<file path="config.mk">
export PLATFORM = sky130hd
export DESIGN_NAME = reset_cause_sequencer
export DESIGN_NICKNAME = d
export VERILOG_FILES = /design/src/core/reset_cause_pkg.sv /design/src/core/sync_agree.sv /design/src/core/reset_cause_sequencer.sv
export VERILOG_INCLUDE_DIRS = /design/src /design/src/core
export SDC_FILE = /design/constraint.sdc
export NUM_CORES = 1
export LEC_CHECK = 0
export BUFFER_PORTS_ARGS = -buffer_cell sky130_fd_sc_hd__buf_4
export CORE_ASPECT_RATIO = 0.9
export CORE_UTILIZATION = 30
export DETAILED_ROUTE_END_ITERATION = 10
export PLACE_DENSITY_LB_ADDON = 0.2
export SYNTH_ARGS = -nofsm -noshare
export SYNTH_HDL_FRONTEND = slang
export SYNTH_SLANG_ARGS = --single-unit
</file>
<file path="constraint.sdc">
create_clock -name REF_CLK -period 2.91 [get_ports REF_CLK]
set_input_delay 0.1455 -clock REF_CLK [delete_from_list [all_inputs] [get_ports REF_CLK]]
set_output_delay 0.1455 -clock REF_CLK [all_outputs]
set_load 0.1 [all_outputs]
</file>
<file path="src/core/reset_cause_defs.svh">
// Register offsets, field positions, reset values and timing counts of the reset sequencer.
`ifndef RESET_CAUSE_DEFS_SVH
`define RESET_CAUSE_DEFS_SVH

// ==========================================================================
// Register byte offsets
// ==========================================================================
`define CAUSE_OFS          8'h00
`define MASK_OFS           8'h04
`define PWR_CTL_OFS        8'h08
`define STATUS_OFS         8'h0C

// ==========================================================================
// Field positions
// ==========================================================================
`define CAUSE_W            5
`define BOR_EN_BIT         0
`define ST_SRC_LSB         0
`define ST_CORE_REL_BIT    5
`define ST_TAP_REL_BIT     6
`define ST_STATE_LSB       7
`define ST_FTP0_BIT        10
`define ST_FTP1_BIT        11

// ==========================================================================
// Reset values
// ==========================================================================
`define CAUSE_RESET        5'h00
`define MASK_RESET         5'h00
`define PWR_CTL_RESET      1'h0

// ==========================================================================
// Timing counts and bus answers
// ==========================================================================
`define SYNC_CYCLES        4
`define RESP_OKAY          2'h0
`define RESP_SLVERR        2'h2

`endif

</file>
<file path="src/core/reset_cause_pkg.sv">
// Types shared by the reset sequencer files.
package reset_cause_pkg;

   // One flag per reset source; bit 0 is the external pin.
   typedef struct packed {
      logic wdt;
      logic sw;
      logic bor;
      logic por;
      logic ext;
   } cause_t;

   // Release and boot sequence, Gray coded along the usual path.
   typedef enum logic [2:0] {
      ST_HOLD       = 3'h0,
      ST_SYNC       = 3'h1,
      ST_FETCH_SP   = 3'h3,
      ST_FETCH_PC   = 3'h2,
      ST_FETCH_INSN = 3'h6,
      ST_RUN        = 3'h7
   } boot_state_t;

   typedef enum logic [1:0] {
      KIND_SP   = 2'h0,
      KIND_PC   = 2'h1,
      KIND_INSN = 2'h2,
      KIND_NONE = 2'h3
   } fetch_kind_t;

endpackage : reset_cause_pkg

</file>
<file path="src/core/sync_agree.sv">
// Three-stage input synchronizer that accepts a change once stages two and three agree.
`timescale 1ns/1ps
module sync_agree
   import reset_cause_pkg::*;
#(
   parameter int               WIDTH     = 1,
   parameter logic [WIDTH-1:0] RESET_VAL = '0
) (
   // Clock and reset
   input  wire logic             clk,
   input  wire logic             rst_n,
   // Asynchronous input and filtered output
   input  wire logic [WIDTH-1:0] d,
   output logic      [WIDTH-1:0] q
);

   logic [WIDTH-1:0] s1;
   logic [WIDTH-1:0] s2;
   logic [WIDTH-1:0] s3;

   always_ff @(posedge clk) begin
      if (!rst_n) begin
         s1 <= RESET_VAL;
         s2 <= RESET_VAL;
         s3 <= RESET_VAL;
      end else begin
         s1 <= d;
         s2 <= s1;
         s3 <= s2;
      end
   end

   // A bit follows only where the last two stages agree, otherwise it holds.
   always_ff @(posedge clk) begin
      if (!rst_n) begin
         q <= RESET_VAL;
      end else begin
         q <= (s2 & s3) | (q & (s2 ^ s3));
      end
   end

endmodule : sync_agree

</file>
<file path="src/core/reset_cause_sequencer.sv">
// Reset source combiner, release sequencer and sticky reset cause record with AXI4-Lite access.
`timescale 1ns/1ps
`include "reset_cause_defs.svh"
module reset_cause_sequencer
   import reset_cause_pkg::*;
#(
   parameter int SYNC_CYCLES = `SYNC_CYCLES
) (
   // Clock and always-on reset
   input  wire logic        REF_CLK,
   input  wire logic        RST_N,
   // Reset sources
   input  wire logic        EXT_RESET_N,
   input  wire logic        POR_DETECT,
   input  wire logic        BROWNOUT_DETECT,
   input  wire logic        SW_RESET_REQ,
   input  wire logic        WDT_TIMEOUT,
   input  wire logic        WDT_SERVICE,
   input  wire logic        WDT_RESET_EN,
   // Factory test pins
   input  wire logic        FACTORY_TEST_PIN_0,
   input  wire logic        FACTORY_TEST_PIN_1,
   // Reset outputs
   output logic             CORE_RESET_N,
   output logic             TAP_RESET_N,
   // Boot fetch handshake with the core
   output logic             BOOT_FETCH_REQ,
   output logic [1:0]       BOOT_FETCH_KIND,
   input  wire logic        BOOT_FETCH_DONE,
   output logic             CORE_RUN,
   // Interrupt
   output logic             IRQ,
   // AXI4-Lite write channels
   input  wire logic [7:0]  AXI_AWADDR,
   input  wire logic        AXI_AWVALID,
   output logic             AXI_AWREADY,
   input  wire logic [31:0] AXI_WDATA,
   input  wire logic [3:0]  AXI_WSTRB,
   input  wire logic        AXI_WVALID,
   output logic             AXI_WREADY,
   output logic [1:0]       AXI_BRESP,
   output logic             AXI_BVALID,
   input  wire logic        AXI_BREADY,
   // AXI4-Lite read channels
   input  wire logic [7:0]  AXI_ARADDR,
   input  wire logic        AXI_ARVALID,
   output logic             AXI_ARREADY,
   output logic [31:0]      AXI_RDATA,
   output logic [1:0]       AXI_RRESP,
   output logic             AXI_RVALID,
   input  wire logic        AXI_RREADY
);

   // =======================================================================
   // Declarations
   // =======================================================================
   logic [4:0]   pin_sync;
   logic         ext_n_s;
   logic         por_s;
   logic         bor_s;
   logic         ftp0_s;
   logic         ftp1_s;
   logic         por_done;
   logic         por_raw;
   logic         por_act;
   logic         bor_en;
   logic         wdt_first;
   logic         wdt_req;
   logic         raw_any;
   cause_t       active;
   cause_t       pending;
   cause_t       cause;
   cause_t       mask;
   cause_t       clr;
   boot_state_t  state;
   boot_state_t  next_state;
   logic [7:0]   sync_cnt;
   logic         commit;
   logic         released;
   logic         tap_rel;
   logic         aw_held;
   logic         w_held;
   logic [7:0]   awaddr_q;
   logic [31:0]  wdata_q;
   logic [3:0]   wstrb_q;
   logic         do_write;
   logic         wr_ok;
   logic         wr_lane0;
   logic [31:0]  rd_word;
   logic         rd_ok;
   logic [31:0]  status_word;

   // =======================================================================
   // Source synchronization
   // =======================================================================
   // Pin synchronizer.
   sync_agree #(
      .WIDTH     (5),
      .RESET_VAL (5'h01)
   ) u_pin_sync (
      .clk   (REF_CLK),
      .rst_n (RST_N),
      .d     ({FACTORY_TEST_PIN_1, FACTORY_TEST_PIN_0, BROWNOUT_DETECT, POR_DETECT,
               EXT_RESET_N}),
      .q     (pin_sync)
   );

   assign ext_n_s = pin_sync[0];
   assign por_s   = pin_sync[1];
   assign bor_s   = pin_sync[2];
   assign ftp0_s  = pin_sync[3];
   assign ftp1_s  = pin_sync[4];

   always_ff @(posedge REF_CLK) begin
      if (!RST_N) begin
         por_done <= 1'b0;
      end else if (commit) begin
         por_done <= 1'b1;
      end
   end

   assign por_raw = POR_DETECT & ~por_done;
   assign por_act = por_s & ~por_done;

   always_ff @(posedge REF_CLK) begin
      if (!RST_N || !released) begin
         wdt_first <= 1'b0;
      end else if (WDT_TIMEOUT) begin
         wdt_first <= 1'b1;
      end else if (WDT_SERVICE) begin
         wdt_first <= 1'b0;
      end
   end

   assign wdt_req = WDT_TIMEOUT & wdt_first & WDT_RESET_EN;

   always_comb begin
      active.ext = ~ext_n_s;
      active.por = por_act;
      active.bor = bor_s & bor_en;
      active.sw  = SW_RESET_REQ;
      active.wdt = wdt_req;
   end

   assign raw_any = ~EXT_RESET_N | por_raw | (BROWNOUT_DETECT & bor_en) | SW_RESET_REQ
                    | wdt_req;

   // =======================================================================
   // Release and boot sequence
   // =======================================================================
   always_comb begin
      next_state = state;
      case (state)
         ST_HOLD: begin
            // Wait for the later source to go inactive.
            if (active == '0) begin
               next_state = ST_SYNC;
            end
         end
         ST_SYNC: begin
            if (active != '0) begin
               next_state = ST_HOLD;
            end else if (sync_cnt == 8'(SYNC_CYCLES - 1)) begin
               next_state = ST_FETCH_SP;
            end
         end
         // Fetch order stack pointer, counter, instruction.
         ST_FETCH_SP: begin
            if (BOOT_FETCH_DONE) begin
               next_state = ST_FETCH_PC;
            end
         end
         ST_FETCH_PC: begin
            if (BOOT_FETCH_DONE) begin
               next_state = ST_FETCH_INSN;
            end
         end
         ST_FETCH_INSN: begin
            if (BOOT_FETCH_DONE) begin
               next_state = ST_RUN;
            end
         end
         ST_RUN: begin
            next_state = ST_RUN;
         end
         default: begin
            next_state = ST_HOLD;
         end
      endcase
      // Any active source returns to hold.
      if (active != '0) begin
         next_state = ST_HOLD;
      end
   end

   assign commit = (state == ST_SYNC) && (next_state == ST_FETCH_SP);

   always_ff @(posedge REF_CLK) begin
      if (!RST_N) begin
         state <= ST_HOLD;
      end else begin
         state <= next_state;
      end
   end

   always_ff @(posedge REF_CLK) begin
      if (!RST_N || state != ST_SYNC) begin
         sync_cnt <= 8'h00;
      end else begin
         sync_cnt <= sync_cnt + 8'h01;
      end
   end

   always_ff @(posedge REF_CLK) begin
      if (!RST_N) begin
         BOOT_FETCH_KIND <= KIND_NONE;
         CORE_RUN        <= 1'b0;
         released        <= 1'b0;
      end else begin
         case (next_state)
            ST_FETCH_SP:   BOOT_FETCH_KIND <= KIND_SP;
            ST_FETCH_PC:   BOOT_FETCH_KIND <= KIND_PC;
            ST_FETCH_INSN: BOOT_FETCH_KIND <= KIND_INSN;
            default:       BOOT_FETCH_KIND <= KIND_NONE;
         endcase
         CORE_RUN <= (next_state == ST_RUN);
         released <= (next_state != ST_HOLD) && (next_state != ST_SYNC);
      end
   end

   assign BOOT_FETCH_REQ = (state == ST_FETCH_SP) || (state == ST_FETCH_PC)
                           || (state == ST_FETCH_INSN);

   assign CORE_RESET_N = released & ~raw_any;

   // Test port reset from power-on only.
   always_ff @(posedge REF_CLK) begin
      if (!RST_N) begin
         tap_rel <= 1'b0;
      end else begin
         tap_rel <= ~por_act;
      end
   end

   // Pin does not reach the test port.
   assign TAP_RESET_N = tap_rel & ~por_raw;

   // =======================================================================
   // Reset cause record
   // =======================================================================
   // Separate pending flag per source.
   always_ff @(posedge REF_CLK) begin
      if (!RST_N || commit) begin
         pending <= '0;
      end else begin
         pending <= pending | active;
      end
   end

   always_ff @(posedge REF_CLK) begin
      if (!RST_N) begin
         cause <= cause_t'(`CAUSE_RESET);
      end else if (commit && pending.por) begin
         cause     <= '0;
         cause.por <= 1'b1;
      end else begin
         // Sticky flags, set wins over clear.
         cause <= (cause & ~clr) | (commit ? pending : cause_t'(5'h00));
      end
   end

   assign IRQ = |(cause & mask);

   // =======================================================================
   // AXI4-Lite write path
   // =======================================================================
   assign AXI_AWREADY = ~aw_held;
   assign AXI_WREADY  = ~w_held;
   assign do_write    = aw_held & w_held & ~AXI_BVALID;
   assign wr_lane0    = do_write & wstrb_q[0];
   assign wr_ok       = (awaddr_q == `CAUSE_OFS) || (awaddr_q == `MASK_OFS)
                        || (awaddr_q == `PWR_CTL_OFS) || (awaddr_q == `STATUS_OFS);
   assign clr         = (wr_lane0 && awaddr_q == `CAUSE_OFS) ?
                        cause_t'(wdata_q[`CAUSE_W-1:0]) : cause_t'(5'h00);

   always_ff @(posedge REF_CLK) begin
      if (!RST_N) begin
         aw_held  <= 1'b0;
         awaddr_q <= 8'h00;
      end else if (AXI_AWVALID && !aw_held) begin
         aw_held  <= 1'b1;
         awaddr_q <= AXI_AWADDR;
      end else if (do_write) begin
         aw_held  <= 1'b0;
      end
   end

   always_ff @(posedge REF_CLK) begin
      if (!RST_N) begin
         w_held  <= 1'b0;
         wdata_q <= 32'h00000000;
         wstrb_q <= 4'h0;
      end else if (AXI_WVALID && !w_held) begin
         w_held  <= 1'b1;
         wdata_q <= AXI_WDATA;
         wstrb_q <= AXI_WSTRB;
      end else if (do_write) begin
         w_held  <= 1'b0;
      end
   end

   always_ff @(posedge REF_CLK) begin
      if (!RST_N) begin
         AXI_BVALID <= 1'b0;
         AXI_BRESP  <= `RESP_OKAY;
      end else if (do_write) begin
         AXI_BVALID <= 1'b1;
         AXI_BRESP  <= wr_ok ? `RESP_OKAY : `RESP_SLVERR;
      end else if (AXI_BREADY) begin
         AXI_BVALID <= 1'b0;
      end
   end

   always_ff @(posedge REF_CLK) begin
      if (!RST_N) begin
         mask   <= cause_t'(`MASK_RESET);
         bor_en <= `PWR_CTL_RESET;
      end else if (wr_lane0) begin
         if (awaddr_q == `MASK_OFS) begin
            mask <= cause_t'(wdata_q[`CAUSE_W-1:0]);
         end else if (awaddr_q == `PWR_CTL_OFS) begin
            bor_en <= wdata_q[`BOR_EN_BIT];
         end
      end
   end

   // =======================================================================
   // AXI4-Lite read path
   // =======================================================================
   always_comb begin
      status_word = 32'h00000000;
      status_word[`ST_SRC_LSB +: `CAUSE_W] = active;
      status_word[`ST_CORE_REL_BIT]         = released;
      status_word[`ST_TAP_REL_BIT]          = tap_rel;
      status_word[`ST_STATE_LSB +: 3]       = state;
      status_word[`ST_FTP0_BIT]             = ftp0_s;
      status_word[`ST_FTP1_BIT]             = ftp1_s;
   end

   always_comb begin
      rd_word = 32'h00000000;
      rd_ok   = 1'b1;
      if (AXI_ARADDR == `CAUSE_OFS) begin
         rd_word[`CAUSE_W-1:0] = cause;
      end else if (AXI_ARADDR == `MASK_OFS) begin
         rd_word[`CAUSE_W-1:0] = mask;
      end else if (AXI_ARADDR == `PWR_CTL_OFS) begin
         rd_word[`BOR_EN_BIT] = bor_en;
      end else if (AXI_ARADDR == `STATUS_OFS) begin
         rd_word = status_word;
      end else begin
         rd_ok = 1'b0;
      end
   end

   assign AXI_ARREADY = ~AXI_RVALID;

   always_ff @(posedge REF_CLK) begin
      if (!RST_N) begin
         AXI_RVALID <= 1'b0;
         AXI_RDATA  <= 32'h00000000;
         AXI_RRESP  <= `RESP_OKAY;
      end else if (AXI_ARVALID && !AXI_RVALID) begin
         AXI_RVALID <= 1'b1;
         AXI_RDATA  <= rd_word;
         AXI_RRESP  <= rd_ok ? `RESP_OKAY : `RESP_SLVERR;
      end else if (AXI_RREADY) begin
         AXI_RVALID <= 1'b0;
      end
   end

endmodule : reset_cause_sequencer

</file>
# Word-level counts from Yosys, hierarchy flattened
# Index checks and enable logic that the tools add are counted.
[classes] addsub=1 n_eq_ne=18 mux=33 n_bitwise=36 reduce_logical=35
[ops] cell="equality test 8 x 4 -> 1 bit, second input constant" count=4
[ops] cell="two-way mux 27 bit" count=1
[ops] cell="bitwise AND 5 bit" count=4
[ops] cell="two-way mux 5 bit" count=4
[ops] cell="two-way mux 3 bit" count=6
[ops] cell="one-hot mux 3 bit (6 select lines)" count=1
[ops] cell="equality test 8 x 3 -> 1 bit, second input constant" count=2
[ops] cell="logical NOT 8 bit" count=2
[ops] cell="OR 5 bit" count=3
[ops] cell="two-way mux 1 bit" count=14
[ops] cell="equality test 3 x 2 -> 1 bit, second input constant" count=4
[ops] cell="equality test 3 bit, second input constant" count=4
[ops] cell="two-way mux 12 bit" count=1
[ops] cell="NOT 1 bit" count=12
[ops] cell="bitwise AND 1 bit" count=11
[ops] cell="two-way mux 11 bit" count=1
[ops] cell="nonzero test 2 bit" count=5
[ops] cell="adder 8 x 1 -> 8 bit, second input constant" count=1
[ops] cell="equality test 8 x 2 -> 1 bit, second input constant" count=1
[ops] cell="logical OR 1 bit" count=8
[ops] cell="logical AND 1 bit" count=7
[ops] cell="two-way mux 7 bit" count=1
[ops] cell="two-way mux 2 bit" count=3
[ops] cell="inequality test 3 x 1 -> 1 bit, second input constant" count=2
[ops] cell="14 further kinds" count=21
[totals] ff_bits=108 inputBits=69 output_inout_bits=48 word_cells=161

# Longest topological paths before layout
# Gate-level depths: netlist of run 1.
[depth] ltp_word=11 depth_mapped=5 mapped_depth_nobuf=4

# Cells and area by module
# Synthesis of run 1 repeated with hierarchy kept, for this count alone.
[unflattened] cells_unflattened=382 hier_area_um2=3509.6
[by_module_without_submodules] mod="reset_cause_sequencer" n_inst=1 cells_per_inst=330 area_each_um2=2884.0 seq_area_each_um2=1321.3
[by_module_without_submodules] mod="sync_agree" n_inst=1 cells_per_inst=52 area_each_um2=625.6 seq_area_each_um2=400.4

# Worst setup path before layout of run 1
# Ideal clock, no wire load.
[synth_path] kind="reg2out" start="register state[1]" end="output BOOT_FETCH_REQ" t_arrival_ns=2.836 t_required_ns=2.765 setup_slack_ns=-0.072 stages_incl_launch_ff=3 n_path_buf=1 path_cell_list="dfxtp_1 clkbuf_1 a21boi_0"
[synth_via] elab_chain_len=3 elab_cells_between_ends=5 classes_between="eq/ne: 3; reduce/logical: 2"
[synth_rtl] element="start, declared" line="reset_cause_sequencer.sv:75" source="boot_state_t state;"
[synth_rtl] element="start signal, assigned" line="reset_cause_sequencer.sv:202" source="state <= next_state;"
[synth_rtl] element="equality test 3 x 2 -> 1 bit" line="reset_cause_sequencer.sv:231" source="assign BOOT_FETCH_REQ = (state == ST_FETCH_SP) || (state == ST_FETCH_PC)"
[synth_rtl] element="logical OR 1 bit" line="reset_cause_sequencer.sv:231"
[synth_rtl] element="logical OR 1 bit *" line="reset_cause_sequencer.sv:232" source="|| (state == ST_FETCH_INSN);"
[synth_rtl] element="end, declared" line="reset_cause_sequencer.sv:27" source="output logic BOOT_FETCH_REQ,"
# Every way passes the cells marked *; elsewhere a longest branch is shown, timed or not.

# Worst setup path after layout of run 1
[layout_path] start="register state[0]" end="register cause[2] in the netlist's numbering"
[layout_via] elab_chain_len=7 elab_cells_between_ends=19 classes_between="eq/ne: 6; mux: 8; bitwise: 1; reduce/logical: 4"
[layout_rtl] element="equality test 3 bit (tied with other cells)" line="reset_cause_sequencer.sv:153" source="case (state)"
[layout_rtl] element="one-hot mux 3 bit (6 select lines)" line="reset_cause_sequencer.sv:153"
[layout_rtl] element="two-way mux 3 bit" line="reset_cause_sequencer.sv:191" source="if (active != '0) begin"
[layout_rtl] element="equality test 3 x 2 -> 1 bit" line="reset_cause_sequencer.sv:196" source="assign commit = (state == ST_SYNC) && (next_state == ST_FETCH_SP);"
[layout_rtl] element="logical AND 1 bit *" line="reset_cause_sequencer.sv:196"
[layout_rtl] element="two-way mux 5 bit / logical AND 1 bit (equally long branches)" line="reset_cause_sequencer.sv:268, reset_cause_sequencer.sv:263"
[layout_rtl] element="OR 5 bit / OR reduction 2 bit (equally long branches)"
[layout_rtl] element="end signal, assigned" line="reset_cause_sequencer.sv:262" source="cause <= cause_t'(`CAUSE_RESET);"
[layout_rtl] element="end signal, assigned" line="reset_cause_sequencer.sv:268" source="cause <= (cause & ~clr) | (commit ? pending : cause_t'(5'h00));"
[layout_rtl] element="end, declared" line="reset_cause_sequencer.sv:72" source="cause_t cause;"
# Marked as above.
# A chain may end at the register's enable or synchronous reset.

==> key figures, run 1 <==
Timing
  – Max-slew violation count: 0
  – Final-report hold violation count: 0
  – Slew @ Worst Pin: 1.10 ns
  – Skew final: 0.00753 ns
  – Tcrit/Tclk final: 63.0%
  – TNS Setup: 0 ns
  – F_max: 0.545 GHz
  – Relative slew slack: 26.6%
  – Hold slack: 0.0203 ns
  – Fin crit period: 1.83 ns
  – Endpoints failing setup: 0
  – RSZ-0062 raised after global routing: no

Logic synthesis
  – Library cells used by synthesis: 50
  – Flops & latches, synth: 86
  – Area fraction of the dominant cell type after synthesis: 49.1%
  – Cell area after synthesis: 3500 um2
  – Synth warn: 0
  – Syn_area_per_cell: 9.24 um2
  – Post-Synthesis Cells: 379
  – Area leader, netlist: dfxtp_1
  – Area contributors post-synth: dfxtp_1 49%, nor2_1 7.3%, buf_4 4.7%
  – EDFF count, synth: 0
  – Ys async rst share: 0%
  – Top_reg_cell synth: dfxtp_1
  – Sequential area share after synthesis: 49.1%

Clocking
  – Hold_buf cts: 0
  – CTS tree: done
  – Num CTS Buffers: 9
  – Root buffer cell: clkbuf_16
  – Setup bufs post-CTS: 0
  – Worst-Skew Late Latency: 0.33 ns
  – Clk sinks: 86
  – CTS clock-pin slew for the worst setup and hold paths: 0.06 ns
  – CTS max path bufs: 2
  – H-tree levels: 3
  – Resize count post-CTS: 0

Setup path
  – Worst setup path class: reg2reg
  – CP arrival: 2.02 ns
  – CP required: 3.10 ns
  – CP endpoint kind: flop
  – Max FO, Critical Path: 9
  – Critical Path Source Type: flop

Floorplan
  – # rows: 37
  – Die ar.: 12100 um2
  – Area of the core: 11400 um2
  – Die height: 105 um
  – Initial core utilization: 30.8%
  – I/O pins: 117
  – Die width: 116 um

Layout
  – Layout cell share with drive strength beyond 1: 19.9%
  – Post-synthesis to final-layout area growth: 24.1%
  – Most frequent cells in the layout: 86 x dfxtp_1, 68 x nor2_1, 65 x buf_4
  – Layout fillers: 1146
  – Most common cell after layout, fill and taps aside: dfxtp_1
  – N_diodes: 0
  – Layout Cells excl Fill: 599
  – Final #Nets: 513

Power
  – Leakage power: 1.84 nW
  – Max VDD drop: 0.247 mV
  – Power Density: 634 nW/um2

Drt
  – Wire per inst: 12.7 um
  – First DRT Iteration DRCs: 155
  – Via count: 2718
  – Routed WL: 7630 um
  – Routed Antenna Nets: 0
  – Mean number of vias per cell: 4.54
  – 1st-pass router iterations: 4
  – Number of remaining DRC errors: 0

Global route
  – Vias in the first global route: 2612
  – Largest net degree at the start of global routing: 35
  – Gr usage total: 13.5%
  – First-pass GRT wire length: 12600 um
  – Grt ovf: 0
  – Antenna violations before repair: 0

Min path
  – Hold Crit Class: in2reg

Placement
  – DP Cell Count: 583
  – DPL Wire Length: 5500 um
  – Placer Congestion: 0.758
  – Port bufs: 64

Run
  – Maxcap violations: 0

Outcome
  – Status: finished clean
==> cell type report <==
cell class | count | area, um2 | area share, %
timing repair buffer | 65 | 488 | 11.2
sequential | 86 | 1720 | 39.6
multi-input combinational | 258 | 1560 | 35.9
clock inverter | 2 | 38.8 | 0.892
clock buffer | 14 | 274 | 6.30
tap | 156 | 195 | 4.49
inverter | 18 | 67.6 | 1.55
==> synthesized netlist by cell type, drive strengths merged (7+ instances only) <==
| master | number |
|---|---|
| nand3 | 8 |
| inv | 18 |
| a21oi | 26 |
| and2 | 14 |
| nand2b | 11 |
| nand2 | 8 |
| a22oi | 10 |
| nor2 | 68 |
| o21ai | 7 |
| dfxtp | 86 |
| clkbuf | 12 |
| buf | 26 |
| mux2i | 13 |
==> power breakdown <==
group	switching (mW)	leakage, nW	total (mW)	internal, mW
logic	0.272	0.989	0.358	0.0858
clock network	0.433	0.153	1.17	0.737
registers	0.0190	0.700	1.23	1.21
==> sequential cells by signal, indices dropped and copies added, names as in the netlist, 2 cells and up <==
register and flops:
sync_cnt 8, u_pin_sync.s2 5, state 3, BOOT_FETCH_KIND 2
awaddr_q 8, pending 5, u_pin_sync.s1 5, wdata_q 5
u_pin_sync.s3 5, cause 5, mask 5, u_pin_sync.q 5
AXI_RDATA 12
==> cells by family after synthesis <==
group                      after synthesis  synth area share, %
AOI/OAI and AO/OA                       69                 13.0
xor gates and xnor gates                 6                 1.50
adders and majority gates                6                 2.14
buffers and inverters                   56                 8.50
DFF                                     86                 49.1
muxes                                   15                 4.68
other                                    1                0.107
and+or+nand+nor                        140                 21.0
==> worst max-delay path, cell delays in order (launching register included) <==
cell and delay, ns:
dfxtp_1 0.49, nor3b_4 0.37, nand4_1 0.24, o31ai_1 0.51, a21oi_1 0.09
==> stage by stage <==
stage | worst slack (ns) | util [%] | area, um2 | power, mW
4_1_cts | 1.07 | 38.2 | 4350 | 2.80
2_1_floorplan | 0.00620 | - | 3580 | 1.55
6_report | 1.08 | 38.2 | 4350 | 2.76
3_5_place_dp | 1.10 | 35.4 | 4040 | 1.61
5_1_grt | 0.884 | 38.2 | 4350 | 2.89
3_3_place_gp | 1.11 | 35.4 | 4040 | 1.61
==> path summary, 6_finish.rpt <==
check | startpoint | end | slack [ns] | cells after the start
max | state[0] | cause[2] | 1.08 | 4
min | FACTORY_TEST_PIN_1 | u_pin_sync.s1[4] | 0.02 | 2
max reg2reg | state[0] | cause[2] | 1.08 | 4
min reg2reg | u_pin_sync.s1[0] | u_pin_sync.s2[0] | 0.41 | 1
==> routing by layer <==
layer / part of all wire, % / global-route usage, %
met5: 0 / 0
met4: 1.4 / 3.85
met3: 4.1 / 4.14
met2: 44 / 20.8
met1: 50 / 18.0
Power figures use the tool's default switching activity.
==> inputs of run 2 (changes only) <==
==> constraint.sdc (replaced) <==
create_clock -name REF_CLK -period 1.6 [get_ports REF_CLK]
set_input_delay 0.08 -clock REF_CLK [delete_from_list [all_inputs] [get_ports REF_CLK]]
set_output_delay 0.08 -clock REF_CLK [all_outputs]
set_load 0.1 [all_outputs]
==> run 2 against run 1 <==
Final cell count increased by 7.3%. Global-route usage increased by 0.27 points. Sequential power increased by 81%. Clock-buffer cell count decreased by 5. Setup slack got worse by 0.98 ns. Via count increased by 8.0%. Total power increased by 85%. Non-clock buffer count increased by 44. Register-to-register slack got worse by 0.95 ns. Critical endpoint is now BOOT_FETCH_REQ. Largest power group unchanged.
==> key figures, run 2 (synthesis results as in run 1) <==
Outcome
  – Status: finished clean

Timing
  – Skew final: 0.00767 ns
  – Endpoints failing setup: 0
  – RSZ-0062 raised after global routing: no
  – Post-route worst setup slack: 0.0937 ns
  – Max-slew violation count: 0
  – F_max: 0.664 GHz
  – Fin crit period: 1.51 ns
  – Final-report hold violation count: 0
  – TNS Setup: 0 ns
  – Tcrit/Tclk final: 94.1%
  – Hold slack: 0.0364 ns

Floorplan
  – Area of the core: 11400 um2
  – # rows: 37
  – Die height: 105 um
  – Die width: 116 um
  – Die ar.: 12100 um2
  – I/O pins: 117
  – Initial core utilization: 30.8%

Setup path
  – R2r startpoint: awaddr_q[4]
  – FF-to-FF setup slack: 0.13 ns
  – Max FO, Critical Path: 11
  – R2r worst-path depth: 6
  – CP Launch Point: state[1]
  – CP required: 1.52 ns
  – CP arrival: 1.43 ns
  – R2r endpoint: cause[1]
  – Critical Path Source Type: flop
  – Setup crit end: BOOT_FETCH_REQ
  – CP endpoint kind: output port
  – Worst setup path class: reg2out

Clocking
  – Worst-Skew Late Latency: 0.34 ns
  – CTS tree: done
  – Root buffer cell: clkbuf_16
  – Num CTS Buffers: 9
  – Setup bufs post-CTS: 0
  – CTS clock-pin slew for the worst setup and hold paths: 0.06 ns
  – Clk sinks: 86
  – H-tree levels: 3
  – CTS max path bufs: 2

Layout
  – Layout cell share with drive strength beyond 1: 25.3%
  – Top reg by flops: AXI_RDATA
  – Most common cell after layout, fill and taps aside: buf_4
  – Post-synthesis to final-layout area growth: 37.9%
  – Max FFs per register: 12
  – N_diodes: 0
  – Most frequent cells in the layout: 84 x buf_4, 83 x dfxtp_1, 68 x nor2_1
  – Largest regs: AXI_RDATA (12), awaddr_q (8), sync_cnt (8)
  – Final #Nets: 557

Drt
  – Via count: 2936
  – Number of remaining DRC errors: 0
  – First DRT Iteration DRCs: 102
  – Routed Antenna Nets: 0
  – 1st-pass router iterations: 4
  – Routed WL: 7990 um
  – Mean number of vias per cell: 4.57
  – Wire per inst: 12.4 um

Min path
  – Hold Crit Class: in2reg

Power
  – Leakage power: 2.05 nW
  – Max VDD drop: 0.516 mV
  – Power Density: 1060 nW/um2

Placement
  – Placer Congestion: 0.754
  – Port bufs: 64
  – Pre-CTS setup slack: 0.00145 ns
  – DPL Wire Length: 5740 um

Global route
  – Largest net degree at the start of global routing: 24
  – Vias in the first global route: 2716
  – Antenna violations before repair: 0
  – First-pass GRT wire length: 12900 um
  – Grt ovf: 0
  – Gr usage total: 13.8%

Run
  – Maxcap violations: 0
[run 2: cell types whose count changed in the layout (fill, tap and decap cells not counted), sizes merged]
cell and change:
dlygate4sd3 +24, buf +20, clkbuf -5, inv +4, clkinvlp +2, clkinv -1
[run 2: layout make-up]
type	count	area (um2)
clock buffers	9	225
clock inverters	7	78.8
fillers	1151	6560
inverters	18	71.3
multi-input cells	258	1640
flip-flops and latches	86	1730
well taps	156	195
repair buffers	109	891
[run 2: report_power, final]
group / switching, mW / internal (mW)
clock: 0.902 / 1.23
sequential: 0.0356 / 2.20
combinational: 0.517 / 0.222
[run 2: how the worst min path moves through the flow]
| stage | depth (start not counted) | slack (ns) | endpoint | startpoint |
|---|---|---|---|---|
| after floorplan | 1 | 0.18 | u_pin_sync.s1[0] | EXT_RESET_N |
| after global placement | 2 | 0.29 | u_pin_sync.s1[3] | FACTORY_TEST_PIN_0 |
| after detailed placement | 2 | 0.29 | u_pin_sync.s1[4] | FACTORY_TEST_PIN_1 |
| after CTS | 3 | 0.04 | AXI_RRESP[1] | AXI_ARVALID |
| after global routing | 3 | 0.04 | AXI_RRESP[1] | AXI_ARVALID |
| final | 3 | 0.04 | AXI_RRESP[1] | AXI_ARVALID |
[run 2: timing repair]
action	CTS	global route
endpoints found under the setup margin	5	6
hold buffers	24	0
pin swaps	0	3
endpoints found under the hold margin	24	0
resized for setup	2	11
gates cloned	0	0
[run 2: layer usage]
layer	up-vias	GRT usage, %	wire length [um]
met1	1377	18.0	3780
met5	-	0	0
met2	85	21.2	3680
li1	1461	-	-
met4	0	5.95	162
met3	13	3.55	357
[run 2: per-stage QoR]
step	instances	util (%)	area (um2)	power (mW)
floorplan	400	-	3610	2.83
global placement	604	37.0	4220	2.96
detailed placement	604	37.0	4220	2.97
CTS	644	41.9	4770	5.16
global route	643	42.4	4830	5.33
finish	643	42.4	4830	5.11
[run 2: critical path: stages, from the launching register on]
cell and delay [ns]:
dfxtp_1 0.57, a21boi_2 0.22, buf_4 0.29
